### config.mk
export PLATFORM = sky130hd
export DESIGN_NAME = atc_timer
export DESIGN_NICKNAME = d
export VERILOG_FILES = /design/src/core/atc_pkg.sv /design/src/core/atc_timer.sv /design/src/core/atc_tick_gen.sv
export VERILOG_INCLUDE_DIRS = /design/src /design/src/core
export SDC_FILE = /design/constraint.sdc
export NUM_CORES = 1
export LEC_CHECK = 0
export ABC_AREA = 1
export BUFFER_PORTS_ARGS = -buffer_cell sky130_fd_sc_hd__buf_2
export CAP_MARGIN = 20
export CORE_ASPECT_RATIO = 0.8
export CORE_MARGIN = 2
export CORE_UTILIZATION = 58
export DETAILED_ROUTE_END_ITERATION = 10
export PLACE_DENSITY = 0.91
export SLEW_MARGIN = 20
export SYNTH_ARGS = -nofsm -noshare
export SYNTH_HDL_FRONTEND = slang
export SYNTH_HIERARCHICAL = 1
export SYNTH_SLANG_ARGS = --single-unit
### constraint.sdc
create_clock -name i_clk -period 2.5 [get_ports i_clk]
set_input_delay 0.25 -clock i_clk [delete_from_list [all_inputs] [get_ports i_clk]]
set_output_delay 0.25 -clock i_clk [all_outputs]
set_load 0.005 [all_outputs]
### src/core/atc_defines.svh
// Register map, field positions and constants for the timer/counter
//
// Contract
// - Timer clock is the system clock unless async clock select is set.
// - Counter clears, increments or decrements on each timer tick per mode.
// - Clock select field zero stops the counter.
// - Counter value readable and writable by the CPU at all times.
// - CPU write to counter wins over clear or count in that cycle.
// - Waveform mode is three bits: two in control A, one in control B.
// - Overflow flag set at mode-defined point and can raise an interrupt.
// - Counter equal to compare value sets match flag on the next tick.
// - Enabled match flag requests interrupt; cleared on service or writing one.
// - Output derived from match, waveform mode, output mode, max and bottom.
// - PWM modes double-buffer compare values, updated at top or bottom.
// - CPU compare accesses target buffer when buffered, else compare directly.
// - Force strobe in non-PWM modes acts on output only, no flag or clear.
// - Counter write blocks compare matches in the next timer tick.
// - Output state is kept across waveform mode changes.
// - Output mode field is not buffered; writes act immediately.
// - Nonzero output mode replaces the port output value on the pin.
// - Pin direction stays under the port direction bit.
// - Pin override depends only on output mode, not waveform mode.
// - Top indication at maximum count, bottom indication at zero; the code signals top at compare value A in the modes where A is top.
// - Bottom is 0x00, max is 0xFF, top is max or compare value A.
`ifndef ATC_DEFINES_SVH
`define ATC_DEFINES_SVH
`define ATC_ADR_CTRL_A     4'h0
`define ATC_ADR_CTRL_B     4'h1
`define ATC_ADR_COUNT      4'h2
`define ATC_ADR_CMP_A      4'h3
`define ATC_ADR_CMP_B      4'h4
`define ATC_ADR_FLAGS      4'h5
`define ATC_ADR_MASK       4'h6
`define ATC_ADR_ASYNC      4'h7
`define ATC_ADR_PORT       4'h8
`define ATC_BOTTOM         8'h00
`define ATC_MAX            8'hFF
`define ATC_ONE            8'h01
`define ATC_CS_STOP        3'h0
`define ATC_CS_CRYSTAL     3'h7
`define ATC_COM_OFF        2'h0
`define ATC_COM_TOGGLE     2'h1
`define ATC_COM_CLEAR      2'h2
`define ATC_COM_SET        2'h3
`define ATC_WGM_NORMAL     3'h0
`define ATC_WGM_PC_MAX     3'h1
`define ATC_WGM_CTC        3'h2
`define ATC_WGM_FAST_MAX   3'h3
`define ATC_WGM_PC_OCRA    3'h5
`define ATC_WGM_FAST_OCRA  3'h7
`endif

### src/core/atc_pkg.sv
// Types shared by the timer/counter files
package atc_pkg;
   typedef struct packed {
      logic [1:0] com_a;
      logic [1:0] com_b;
      logic [1:0] wgm_lo;
   } atc_ctrl_a_t;

   typedef struct packed {
      logic       force_a;
      logic       force_b;
      logic       wgm_hi;
      logic [2:0] clock_select;
   } atc_ctrl_b_t;

   typedef struct packed {
      logic [1:0] port_out;
      logic [1:0] dir;
   } atc_port_t;

   typedef struct packed {
      logic [1:0] pin_out;
      logic [1:0] pin_oe_n;
   } atc_pins_t;
endpackage : atc_pkg

### src/core/atc_timer.sv
// Eight-bit timer/counter with two compare channels and a Wishbone slave
//
// The address map and the Wishbone register port were left to the implementer.
`timescale 1ns/1ps
`include "atc_defines.svh"
module atc_timer (
   input  wire logic             i_clk,
   input  wire logic             i_reset,
   input  wire logic             i_ce,
   input  wire logic             i_wb_cyc,
   input  wire logic             i_wb_stb,
   input  wire logic             i_wb_we,
   input  wire logic [5:0]       i_wb_adr,
   input  wire logic [3:0]       i_wb_sel,
   input  wire logic [31:0]      i_wb_dat,
   output logic      [31:0]      o_wb_dat,
   output logic                  o_wb_ack,
   input  wire logic             i_crystal_in_pin,
   input  wire logic             i_irq_ack_overflow,
   input  wire logic             i_irq_ack_a,
   input  wire logic             i_irq_ack_b,
   output logic                  o_irq_overflow,
   output logic                  o_irq_a,
   output logic                  o_irq_b,
   output atc_pkg::atc_pins_t    o_pins
);
   import atc_pkg::*;

   typedef struct packed {
      atc_ctrl_a_t ctrl_a;
      atc_ctrl_b_t ctrl_b;
      atc_port_t   port;
      logic        async_sel;
      logic [7:0]  count;
      logic        down;
      logic [7:0]  cmp_a;
      logic [7:0]  cmp_b;
      logic [7:0]  buf_a;
      logic [7:0]  buf_b;
      logic        oc_a;
      logic        oc_b;
      logic        block;
      logic [2:0]  flags;
      logic [2:0]  mask;
      logic        ack;
      logic [31:0] rdata;
      logic [2:0]  irq;
      atc_pins_t   pins;
   } atc_state_t;

   atc_state_t st;
   atc_state_t next_st;
   logic       tick;

   atc_tick_gen u_tick (
      .i_clk                (i_clk),
      .i_reset              (i_reset),
      .i_ce                 (i_ce),
      .i_async_clock_select (st.async_sel),
      .i_clock_select_field (st.ctrl_b.clock_select),
      .i_crystal_in_pin     (i_crystal_in_pin),
      .o_tick               (tick)
   );

   function automatic logic is_pwm(input logic [2:0] wgm);
      is_pwm = wgm[0];
   endfunction : is_pwm

   function automatic logic is_fast(input logic [2:0] wgm);
      is_fast = wgm[0] & wgm[1];
   endfunction : is_fast

   // Compare-output action on a match; pwm modes set or clear by polarity and count direction
   function automatic logic match_act(input logic oc, input logic [1:0] com,
                                      input logic pwm, input logic down);
      case (com)
         `ATC_COM_TOGGLE: match_act = pwm ? oc : ~oc;
         `ATC_COM_CLEAR:  match_act = pwm ? down : 1'b0;
         `ATC_COM_SET:    match_act = pwm ? ~down : 1'b1;
         default:         match_act = oc;
      endcase
   endfunction : match_act

   function automatic logic [7:0] lane_merge(input logic [7:0] old, input logic [7:0] wd, input logic en);
      lane_merge = en ? wd : old;
   endfunction : lane_merge

   logic [2:0] wgm;
   logic [7:0] top;
   logic       pwm;
   logic       at_top;
   logic       at_bottom;
   logic       wr;
   logic       rd;
   logic       acc;
   logic       wr_count;
   logic [7:0] wd;

   always_comb begin
      // mode field split over two registers
      wgm       = {st.ctrl_b.wgm_hi, st.ctrl_a.wgm_lo};
      pwm       = is_pwm(wgm);
      // top is max or compare value A
      top       = (wgm == `ATC_WGM_CTC || wgm == `ATC_WGM_PC_OCRA || wgm == `ATC_WGM_FAST_OCRA)
                  ? st.cmp_a : `ATC_MAX;
      at_top    = (st.count == top);
      at_bottom = (st.count == `ATC_BOTTOM);
      acc       = i_wb_cyc & i_wb_stb & ~st.ack;
      wr        = acc & i_wb_we & i_wb_sel[0];
      rd        = acc & ~i_wb_we;
      wd        = i_wb_dat[7:0];
      wr_count  = wr & (i_wb_adr[5:2] == `ATC_ADR_COUNT);
   end

   logic match_a;
   logic match_b;
   logic ov_set;

   always_comb begin
      next_st = st;
      match_a = 1'b0;
      match_b = 1'b0;
      ov_set  = 1'b0;
      next_st.ack = acc;
      next_st.ctrl_b.force_a = 1'b0;
      next_st.ctrl_b.force_b = 1'b0;

      if (tick) begin
         // compare every tick; blocked after a counter write
         match_a = (st.count == st.cmp_a) & ~st.block;
         match_b = (st.count == st.cmp_b) & ~st.block;
         next_st.block = 1'b0;
         if (pwm && !is_fast(wgm)) begin
            if (at_top && !st.down && st.count != `ATC_BOTTOM) begin
               next_st.down  = 1'b1;
               next_st.count = st.count - `ATC_ONE;
            end else if (at_bottom && st.down) begin
               next_st.down  = 1'b0;
               next_st.count = st.count + `ATC_ONE;
               // overflow at bottom in phase correct
               next_st.flags[0] = 1'b1;
               ov_set           = 1'b1;
            end else begin
               next_st.count = st.down ? st.count - `ATC_ONE : st.count + `ATC_ONE;
            end
         end else begin
            next_st.down = 1'b0;
            if (at_top && wgm != `ATC_WGM_NORMAL) begin
               next_st.count = `ATC_BOTTOM;
            end else begin
               next_st.count = st.count + `ATC_ONE;
            end
            if (is_fast(wgm) ? at_top : (st.count == `ATC_MAX)) begin
               next_st.flags[0] = 1'b1;
               ov_set           = 1'b1;
            end
         end
         // buffered update at top (fast) or top (phase correct)
         if (pwm && at_top) begin
            next_st.cmp_a = st.buf_a;
            next_st.cmp_b = st.buf_b;
         end
         if (match_a) next_st.flags[1] = 1'b1;
         if (match_b) next_st.flags[2] = 1'b1;
         // output from match, mode and extremes; state kept otherwise
         if (match_a) next_st.oc_a = match_act(st.oc_a, st.ctrl_a.com_a, pwm, st.down);
         if (match_b) next_st.oc_b = match_act(st.oc_b, st.ctrl_a.com_b, pwm, st.down);
         if (is_fast(wgm) && at_top) begin
            if (st.ctrl_a.com_a[1] && !(st.cmp_a == top)) next_st.oc_a = ~st.ctrl_a.com_a[0];
            if (st.ctrl_a.com_b[1] && !(st.cmp_b == top)) next_st.oc_b = ~st.ctrl_a.com_b[0];
         end
      end

      // cleared on service; a set in the same cycle wins
      // A set in the same cycle wins even when the flag already stands
      if (i_irq_ack_overflow && !ov_set) next_st.flags[0] = 1'b0;
      if (i_irq_ack_a && !match_a) next_st.flags[1] = 1'b0;
      if (i_irq_ack_b && !match_b) next_st.flags[2] = 1'b0;

      if (wr) begin
         case (i_wb_adr[5:2])
            `ATC_ADR_CTRL_A: begin
               next_st.ctrl_a = atc_ctrl_a_t'(wd[7:2]);
            end
            `ATC_ADR_CTRL_B: begin
               next_st.ctrl_b.wgm_hi       = wd[3];
               next_st.ctrl_b.clock_select = wd[2:0];
               // force acts on output only in non-PWM modes
               if (!pwm && wd[7]) next_st.oc_a = match_act(st.oc_a, st.ctrl_a.com_a, 1'b0, 1'b0);
               if (!pwm && wd[6]) next_st.oc_b = match_act(st.oc_b, st.ctrl_a.com_b, 1'b0, 1'b0);
            end
            `ATC_ADR_COUNT: begin
               // CPU access anytime; write wins over count
               next_st.count = wd;
               // block next tick's match, even when stopped
               next_st.block = 1'b1;
            end
            `ATC_ADR_CMP_A: begin
               if (pwm) next_st.buf_a = wd;
               else begin
                  next_st.cmp_a = wd;
                  next_st.buf_a = wd;
               end
            end
            `ATC_ADR_CMP_B: begin
               if (pwm) next_st.buf_b = wd;
               else begin
                  next_st.cmp_b = wd;
                  next_st.buf_b = wd;
               end
            end
            `ATC_ADR_FLAGS: begin
               // write one clears; a same-cycle set wins
               if (wd[0] && !ov_set) next_st.flags[0] = 1'b0;
               if (wd[1] && !match_a) next_st.flags[1] = 1'b0;
               if (wd[2] && !match_b) next_st.flags[2] = 1'b0;
            end
            `ATC_ADR_MASK:  next_st.mask      = wd[2:0];
            `ATC_ADR_ASYNC: next_st.async_sel = wd[0];
            `ATC_ADR_PORT:  next_st.port      = atc_port_t'(wd[3:0]);
            default: ;
         endcase
      end

      next_st.rdata = '0;
      if (rd) begin
         case (i_wb_adr[5:2])
            `ATC_ADR_CTRL_A: next_st.rdata[7:0] = {st.ctrl_a, 2'h0};
            `ATC_ADR_CTRL_B: next_st.rdata[3:0] = {st.ctrl_b.wgm_hi, st.ctrl_b.clock_select};
            `ATC_ADR_COUNT:  next_st.rdata[7:0] = st.count;
            `ATC_ADR_CMP_A:  next_st.rdata[7:0] = pwm ? st.buf_a : st.cmp_a;
            `ATC_ADR_CMP_B:  next_st.rdata[7:0] = pwm ? st.buf_b : st.cmp_b;
            `ATC_ADR_FLAGS:  next_st.rdata[2:0] = st.flags;
            `ATC_ADR_MASK:   next_st.rdata[2:0] = st.mask;
            `ATC_ADR_ASYNC:  next_st.rdata[0]   = st.async_sel;
            `ATC_ADR_PORT:   next_st.rdata[3:0] = st.port;
            default:         next_st.rdata      = '0;
         endcase
      end

      next_st.irq = next_st.flags & next_st.mask;
      // nonzero output mode overrides port value; regardless of waveform mode
      next_st.pins.pin_out[0] = (next_st.ctrl_a.com_a != `ATC_COM_OFF) ? next_st.oc_a : next_st.port.port_out[0];
      next_st.pins.pin_out[1] = (next_st.ctrl_a.com_b != `ATC_COM_OFF) ? next_st.oc_b : next_st.port.port_out[1];
      // direction bit alone drives the enable
      next_st.pins.pin_oe_n = ~next_st.port.dir;
   end

   always_ff @(posedge i_clk) begin
      if (i_reset) begin
         st <= '0;
         st.pins.pin_oe_n <= 2'h3;
      end else if (i_ce) begin
         st <= next_st;
      end
   end

   assign o_wb_dat       = st.rdata;
   assign o_wb_ack       = st.ack;
   assign o_irq_overflow = st.irq[0];
   assign o_irq_a        = st.irq[1];
   assign o_irq_b        = st.irq[2];
   assign o_pins         = st.pins;
endmodule : atc_timer

### src/core/atc_tick_gen.sv
// Timer tick source: system clock or synchronised crystal edges
`timescale 1ns/1ps
`include "atc_defines.svh"
module atc_tick_gen (
   input  wire logic       i_clk,
   input  wire logic       i_reset,
   input  wire logic       i_ce,
   input  wire logic       i_async_clock_select,
   input  wire logic [2:0] i_clock_select_field,
   input  wire logic       i_crystal_in_pin,
   output logic            o_tick
);
   import atc_pkg::*;

   typedef struct packed {
      logic sync1;
      logic sync2;
      logic prev;
      logic tick;
   } atc_tick_state_t;

   atc_tick_state_t st;
   atc_tick_state_t next_st;

   always_comb begin
      next_st       = st;
      next_st.sync1 = i_crystal_in_pin;
      next_st.sync2 = st.sync1;
      next_st.prev  = st.sync2;
      if (i_clock_select_field == `ATC_CS_STOP) begin
         next_st.tick = 1'b0;
      end else if (i_async_clock_select) begin
         next_st.tick = st.sync2 & ~st.prev;
      end else begin
         next_st.tick = 1'b1;
      end
   end

   always_ff @(posedge i_clk) begin
      if (i_reset) begin
         st <= '0;
      end else if (i_ce) begin
         st <= next_st;
      end
   end

   assign o_tick = st.tick;
endmodule : atc_tick_gen

=== Word-level counts from Yosys, hierarchy flattened ===
Cells that the tools add are included.

* Add/subtract/negate cells: 2
* Multiply operators: 0
* Div/mod/pow operators: 0
* Order comparisons: 0
* Eq/ne operators: 24
* Shift operators: 0
* Multiplexer cells: 73
* Bitwise logic cells: 20
* Reductions and logical operators: 40

{| class="wikitable"
|+ Operator list
! operator !! count
|-
| $mux 8 || 14
|-
| $mux 41 || 1
|-
| $eq 8x8->1 || 5
|-
| $mux 1 || 37
|-
| $mux 25 || 1
|-
| $mux 6 || 3
|-
| $mux 9 || 2
|-
| $reduce_and 3->1 || 6
|-
| $logic_and 1x1->1 || 17
|-
| $eq 4x3->1 const B || 4
|-
| $mux 16 || 1
|-
| $pmux 2 s8 || 1
|-
| $pmux 4 s4 || 1
|-
| $mux 13 || 1
|-
| $pmux 1 s3 || 4
|-
| $and 1x1->1 || 9
|-
| $not 1->1 || 9
|-
| $add 8x1->8 const B || 1
|-
| $eq 2x2->1 const B || 4
|-
| $eq 4x2->1 const B || 2
|-
| $eq 8x8->1 const B || 1
|-
| $logic_not 1->1 || 8
|-
| $logic_not 8->1 || 1
|-
| $pmux 1 s8 || 1
|-
| 19 further kinds || 25
|}

* Bits in registers: 109
* Latch bits: 0
* Bits in writable memories: 0
* ROM bits: 0
* Input bits: 52
* Output and inout bits: 40
* Memories: 0

=== Longest topological paths before layout ===
Gate-level depths: netlist of the first run.

* Depth in word-level cells: 17
* Depth in mapped cells: 19

=== Modules after synthesis ===
The synthesis of the first run kept the hierarchy.

{| class="wikitable"
|+ Modules (own cells, without submodules)
! module !! times used !! cells an instance !! area an instance (µm²) !! seq. area each (µm²)
|-
| atc_timer || 1 || 858 || 5600.4 || 1621.6
|-
| atc_tick_gen || 1 || 23 || 158.9 || 80.1
|}

=== Least setup slack after synthesis of the first run ===
No wires, ideal clock.

* Kind: register -> register
* From: reg st[82] (netlist name)
* To: reg st[89] (netlist name)
* Library setup time: 0.070 ns
* Data arrival time: 1.837 ns
* Required time: 2.430 ns
* Path slack: 0.593 ns
* Cell stages (with the launch flop): 16
* Cell sequence: dfxtp_1 -> buf_2 -> inv_1 -> ha_1 -> inv_1 -> nor2_1 -> nand4_1 -> nor2_1 -> nor2_1 -> nand2_4 -> nand3_1 -> o21ai_1 -> nand2_1 -> nand2_1 -> nand3_1 -> a21oi_1

* Longest elaborated chain between the ends: 8
* Elaborated cells between the ends (all ways): 17
* Those cells by class: add/sub (2); eq/ne (1); mux (8); reduce/logical (6)

{| class="wikitable"
|+ Ends and longest elaborated chain
! element !! line !! text
|-
| start, declared || atc_timer.sv:51 || <nowiki>atc_state_t st;</nowiki>
|-
| start signal, assigned || atc_timer.sv:254 || <nowiki>st <= next_st;</nowiki>
|-
| $add 8x1->8 (no source line), or another cell as far along || - ||
|-
| $mux 8 (no source line), or another cell as far along || - ||
|-
| $mux 8 or $logic_and 1x1->1 (tied branches) || - ||
|-
| $mux 9 || atc_timer.sv:134 || <nowiki>if (at_top && !st.down && st.count != `ATC_BOTTOM) begin</nowiki>
|-
| $mux 9 * || atc_timer.sv:133 || <nowiki>if (pwm && !is_fast(wgm)) begin</nowiki>
|-
| $mux 25 * || atc_timer.sv:128 || <nowiki>if (tick) begin</nowiki>
|-
| $mux 8 || atc_timer.sv:181 || <nowiki>case (i_wb_adr[5:2])</nowiki>
|-
| $mux 13 * || atc_timer.sv:180 || <nowiki>if (wr) begin</nowiki>
|}

Mark *: on every way between the ends. The rest lies on a longest branch, timed or not.
A chain may end at the register's enable or synchronous reset.

=== Worst setup path after layout of the first run ===
* From: reg st (netlist bit pwm)
* To: reg st[82] (netlist name)

* Longest elaborated chain between the ends: 12
* Elaborated cells between the ends (all ways): 20
* Those cells by class: eq/ne (4); mux (7); bitwise (1); reduce/logical (8)

{| class="wikitable"
|+ Ends and longest elaborated chain
! element !! line !! text
|-
| $eq 3x2->1 (no source line) or $eq 3x3->1 (tied branches) || - ||
|-
| $logic_or 1x1->1 (no source line) (2 in a row) || - ||
|-
| $mux 8 (no source line) || - ||
|-
| $eq 8x8->1 || atc_timer.sv:106 || <nowiki>at_top = (st.count == top);</nowiki>
|-
| $logic_and 1x1->1 || atc_timer.sv:134 ||
|-
| $logic_and 1x1->1 (no source line) || - ||
|-
| $mux 9 || atc_timer.sv:134 ||
|-
| $mux 9 * || atc_timer.sv:133 ||
|-
| $mux 25 * || atc_timer.sv:128 ||
|-
| $mux 8 || atc_timer.sv:181 ||
|-
| $mux 13 * || atc_timer.sv:180 ||
|}

Marks and branches as above.

==> results.toml, run 1 <==
[sta]
min_period_over_period = 0.911
finClkSkew_ns = 0.00961
hold_violations = 0
slew_viol_final = 0
period_needed_ns = 2.28
fmax_mhz = 439
tightestPinTransition_ns = 0.611
setup_violations = 0
rsz0062_at_grt = "no"
relSlewSlack = 0.592
tns_ns = 0

[pwr]
p_leak_nw = 2.52
power.density_nw_per_um2 = 513
peakVddDrop_mv = 0.543
total_power_mw = 3.20

[logic_synthesis]
synth_commonest_cells = "nand2_1, inv_1, dfxtp_1, o21ai_0, a21oi_1"
yosys-mux-area-fraction = 0
synth_top_area_frac = 0.295
yosysWarnings = 6
synth_compound_area_frac = 0.248
async_flop_share = 0
synthTopCellsByArea = "dfxtp_1, nand2_1, o21ai_0, a21oi_1, inv_1"
synth_edf_count = 0
yosys.area_share.xor_xnor = 0.0259
synth.distinct_cells = 43
synth_top_flop_cell = "dfxtp_1"
synth_top_family_by_area = "simple AND/OR/NAND/NOR gates"
synth.most_common_cell = "nand2_1"
synth_seq_area_share = 0.295
synth.cell_area_um2 = 5760
yosysTopAreaCell = "dfxtp_1"
ys_ff_latch = 85
synthSimpleGateAreaFrac = 0.268
synth_fa_ha_area_frac = 0.00434
syn-mean-instance-area_um2 = 6.54
synth_cells = 881

[clocking]
cts_tree = "done"
ctsResizeCount = 0
insertion_delay_ns = 0.35
numCtsBuffers = 9
clock_tree.root_cell = "clkbuf_16"
numClockSinks = 85
cts.hold.buffers_added = 0
cts_setup_buffers = 0
htree_levels = 3
clockBufferDepth = 2
clk_pin_slew_worst_paths_ns = 0.07

[worst_setup_path]
crit_chain = "inv_2, nand2_1, nand2_8, nand2_1, nand2_1, o21ai_1, nor2_2, nand3_4, inv_1, nand2_2, nand3_1, o21ai_0, o211ai_1, a21oi_1"
worstSetupPathType = "register to register"
crit_family = "simple AND/OR/NAND/NOR gates"
critPathRequiredTime_ns = 2.71
cpMostUsedCell = "nand2_1"
worstSetupStartpointType = "register"
crit_slowest_cell = "dfxtp_1"
end_kind = "register"
path_buf_inv = 2
crit_arrival_ns = 2.49
critPathMaxFanout = 21
cp_slowest_stage_delay_ns = 0.32

[finish]
fillers = 887
multi_input_area_um2 = 3250
regArea_um2 = 1700
drive_gt1_frac = 0.117
n_antenna_cell = 0
syn_to_final_growth_pct = 8.10
fin_nets = 950

[floorplanning]
row_count = 32
start_util = 0.597
pin_count = 92
core-area_um2 = 9650
fp.dieW_um = 115
die_area_um2 = 10700
dieHeight_um = 93.1

[detailed_routing]
dr.pass1.iters = 7
drc = 0
via_count = 6223
wirelength_um = 17700
drt-initial-drc-count = 920
wl_per_cell_um = 17.1
viasPerCell = 6.00
ant_nets = 0

[run_status]
status = "finished, final reports clean"

[global_routing]
grt_pass1_wl_um = 28000
grt_max_degree = 48
globalRouteOverflowTotal = 0
grt_use_total = 0.334
antenna_found_initial = 0
grt_pass1_vias = 5388

[place]
place_hpwl_um = 12500
gp_congestion = 1.01
port_buffers = 38

[job]
drv_cap = 0

[hold_path]
hold_path_class = "primary input to register"
routing by layer:
metal / GRT usage / wire length (µm)
met5: 0 / 0
met4: 0.155 / 825
met3: 0.0635 / 2360
met2: 0.479 / 7470
met1: 0.481 / 7030
per-stage QoR:
stage          utilization  setup WS [ns]  instances  hold slack (ns)  instance area [µm²]
2_1_floorplan            -          0.593        904            0.343                 5850
5_1_grt              0.645         0.0471       1037            0.167                 6230
4_1_cts              0.644          0.227       1037            0.135                 6220
6_report             0.645          0.224       1037            0.139                 6230
3_3_place_gp         0.612          0.299       1021            0.435                 5910
3_5_place_dp         0.612          0.250       1021            0.441                 5910
where the power goes:
part | internal [mW] | switching, mW | leakage (nW) | total [mW]
Sequential | 1.39 | 0.0394 | 0.692 | 1.43
Combinational | 0.112 | 0.243 | 1.68 | 0.355
Clock | 0.811 | 0.599 | 0.155 | 1.41
Total | 2.31 | 0.881 | 2.52 | 3.20
flip-flops by register name (all words and copies together), names as in the netlist, 2 cells and up:
name / flops
st: 64
o_pins: 4
o_wb_dat: 8
u_tick/next_st: 2
logic make-up after synthesis:
kind of cell / Yosys count
AO/OA/AOI/OAI: 248
flip-flops: 85
AND/OR/NAND/NOR: 339
other: 1
buffers and inverters: 189
adder cells (fa/ha/maj): 2
XOR/XNOR: 17
worst register-to-register path: stages (launching register included):
cell and delay, ns:
dfxtp_1 0.32, inv_2 0.15, nand2_1 0.16, nand2_8 0.19, nand2_1 0.11, nand2_1 0.08, o21ai_1 0.07, nor2_2 0.19
nand3_4 0.17, inv_1 0.13, nand2_2 0.14, nand3_1 0.10, o21ai_0 0.07, o211ai_1 0.18, a21oi_1 0.08
final timing paths:
check                         from                end  slack (ns)  cells after the start
setup / recovery               pwm             st[82]        0.22                     14
setup reg to reg               pwm             st[82]        0.22                     14
hold / removal    i_crystal_in_pin  u_tick/next_st[2]        0.14                      3
hold reg to reg             st[92]             st[92]        0.45                      1
area by class of cell:
type	count	area share
clock buffer	10	0.0384
clock inverter	6	0.0111
inverter	105	0.0633
multi-input combinational	630	0.522
sequential	85	0.273
tap	136	0.0273
timing repair buffer	65	0.0651
placed cells by master (no fill, tap or decap), types with 3 or more instances in the layout:
cell type  count
o21a_1         3
o31ai_1        3
nor3_1        11
nor2_1        60
nand3_1       60
nand3_2        4
nand4_1       19
nand2_4        3
nor2_2         3
o22ai_1        9
a22o_1         3
nand2_2        3
a31oi_1       18
conb_1        24
o21ai_0       85
o211ai_1      20
a211oi_1       4
o2111ai_1      4
buf_2         38
nand2_1      168
o21ai_1        6
o21bai_1       3
nor2_4         3
inv_1        103
dfxtp_1       85
xor2_1        15
buf_4         26
clkbuf_16      9
a21oi_1       78
a221oi_1       5
Note: power is estimated with default switching activity, not from simulation.
==> inputs of run 2 (changes only) <==
Settings changed: ABC_AREA 1 to unset, PLACE_DENSITY 0.91 to unset, PLACE_DENSITY_LB_ADDON set to 0.2, SLEW_MARGIN 20 to unset.
==> run 2 against run 1 <==
The flow now finishes with violations (setup timing). Setup slack lost 0.38 ns. Combinational power shrank 5.9%. Clock skew fell by 0.0013 ns. Register-to-register slack worse by 0.38 ns. Area after synthesis down 0.93%. Fmax fell by 14%. Wire length grew 9.9%. Die area decreased by 0.90%. Power is 5.1% lower. Sequential share of layout area shrank 2.4 points. Synthesized cell count is 16% lower. Global-route usage up 3.3 points. Critical path type unchanged. Largest power group unchanged.
==> results.toml, run 2 <==
[clocking]
clk_pin_slew_worst_paths_ns = 0.07
numClockSinks = 85
clockBufferDepth = 2
htree_levels = 3
numCtsBuffers = 9
cts_tree = "done"
cts.hold.buffers_added = 0
clock_tree.root_cell = "clkbuf_16"
insertion_delay_ns = 0.34

[logic_synthesis]
ys_ff_latch = 85
synthTopCellsByArea = "dfxtp_1, mux2i_1, a21oi_1, nand2_1, buf_4"
synth_commonest_cells = "dfxtp_1, nand2_1, nor2_1, a21oi_1, clkbuf_1"
synth.distinct_cells = 70
synth_edf_count = 0
synth_top_area_frac = 0.298
synth.most_common_cell = "dfxtp_1"
synth.cell_area_um2 = 5710
synth_top_flop_cell = "dfxtp_1"
syn-mean-instance-area_um2 = 7.67
synth_cells = 744
yosysWarnings = 6
yosysTopAreaCell = "dfxtp_1"
async_flop_share = 0
synth_seq_area_share = 0.298

[detailed_routing]
met1_length_um = 8160
top_layer_used = "met4"
viasPerCell = 6.54
ant_nets = 0
via_count = 6107
dr.pass1.iters = 5
wl_met2_um = 8790
wl_per_cell_um = 20.8
drt-initial-drc-count = 788
drc = 0
dr_wl_met3_um = 1900
wirelength_um = 19400

[finish]
mostFrequentLayoutCells = "buf_4, dfxtp_1, nand2_1, nor2_1, a21oi_1"
top_register = "st"
multi_input_area_um2 = 3820
utilization = 0.713
fin_nets = 864
final_cell_area_um2 = 6860
drive_gt1_frac = 0.249
fillers = 779
mostFrequentLayoutCell = "buf_4"
syn_to_final_growth_pct = 20.2
n_antenna_cell = 0
regArea_um2 = 1710
final_cells = 934
largest_reg_flops = 64

[floorplanning]
start_util = 0.594
pin_count = 92
die_area_um2 = 10700
fp.dieW_um = 115
row_count = 32
dieHeight_um = 92.7
core-area_um2 = 9610

[sta]
tns_ns = -1.77
setup_ws_ns = -0.155
relSlewSlack = 0.567
rsz0062_at_grt = "yes"
whs_ns = 0.159
hold_violations = 0
finClkSkew_ns = 0.00829
setup_violations = 21
period_needed_ns = 2.66
slew_viol_final = 0
tightestPinTransition_ns = 0.650
fmax_mhz = 377
min_period_over_period = 1.06

[worst_setup_path]
crit_chain = "or3b_4, a2111oi_4, a311oi_2, or4_4, a21boi_4, buf_6, o21ai_2, a21oi_1"
worstSetupPathType = "register to register"
critPathRequiredTime_ns = 2.77
crit_arrival_ns = 2.93
critPathMaxFanout = 8
cp_slowest_stage_delay_ns = 0.63
worstSetupStartpointType = "register"
crit_slowest_cell = "or4_4"
end_kind = "register"

[pwr]
power.density_nw_per_um2 = 443
p_leak_nw = 2.57
peakVddDrop_mv = 0.386
total_power_mw = 3.03

[global_routing]
grt_use_total = 0.367
grt_pass1_wl_um = 30400
globalRouteOverflowTotal = 0
grt_max_degree = 58
grt_pass1_vias = 5709
antenna_found_initial = 0

[place]
port_buffers = 38
place_area_um2 = 6310
place_hpwl_um = 13900
dp_cells = 913
place_ws_ns = -0.153
gp_congestion = 0.958

[hold_path]
hold_path_class = "primary input to register"

[run_status]
failed_checks = "setup timing"
status = "complete, but fails checks"

[job]
drv_cap = 0
-- run 2: cell types whose count changed after synthesis, moves of 18 or more --
| cell | before | now |
|---|---|---|
| inv_1 | 103 | 10 |
| nand2_1 | 168 | 76 |
| nand2b_1 | 0 | 18 |
| nand3_1 | 60 | 22 |
| mux2i_1 | 0 | 42 |
| o21ai_0 | 85 | 33 |
| a21oi_1 | 78 | 57 |
-- run 2: where the power goes --
| group | internal, mW | switching, mW | leakage, nW |
|---|---|---|---|
| clock network | 0.717 | 0.605 | 0.142 |
| logic | 0.113 | 0.221 | 1.74 |
| registers | 1.37 | 0.0126 | 0.689 |
| total | 2.20 | 0.838 | 2.57 |
-- run 2: area by class of cell --
| cell class | instances | area share |
|---|---|---|
| clock buffers | 10 | 0.0349 |
| clock inverters | 6 | 0.00730 |
| inverters | 11 | 0.00602 |
| multi-input cells | 579 | 0.557 |
| flip-flops and latches | 85 | 0.249 |
| well taps | 119 | 0.0217 |
| repair buffers | 124 | 0.124 |
-- run 2: logic make-up (layout without fill, tap and decap cells) --
group                      Yosys count  after routing  share of synthesized area
and+or+nand+nor                    267            267                      0.230
AOI/OAI and AO/OA                  208            208                      0.241
buffers and inverters              103            151                     0.0950
DFF                                 85             85                      0.298
muxes                               47             47                     0.0836
xor gates and xnor gates            31             31                     0.0476
adders and majority gates            2              2                    0.00439
other                                1             24                   0.000657
-- run 2: routing by layer --
metal | up-vias | global-route usage
li1 | 2771 | -
met1 | 2895 | 0.512
met2 | 388 | 0.577
met3 | 53 | 0.0661
met4 | 0 | 0.109
met5 | - | 0
-- run 2: repair_timing --
action | 4_1_cts | 5_1_grt
endpoints found under the setup margin | 20 | 30
resized for setup | 6 | 46
pin swaps | 8 | 40
setup buffers | 2 | 5
-- run 2: critical path: cells and delay by family (launching register included) --
| family | cells | cell delay, ns |
|---|---|---|
| simple gates | 2 | 1.09 |
| flops | 1 | 0.34 |
| buf+inv | 1 | 0.15 |
| compound gates | 5 | 0.98 |
-- run 2: final timing paths --
path                                  startpoint                end  slack [ns]  cells past startpoint
worst min register to register       o_wb_dat[4]        o_wb_dat[4]        0.47                      2
worst max register to register               pwm             st[75]       -0.16                      8
worst max-delay path                         pwm             st[75]       -0.16                      8
worst min-delay path            i_crystal_in_pin  u_tick/next_st[2]        0.16                      3
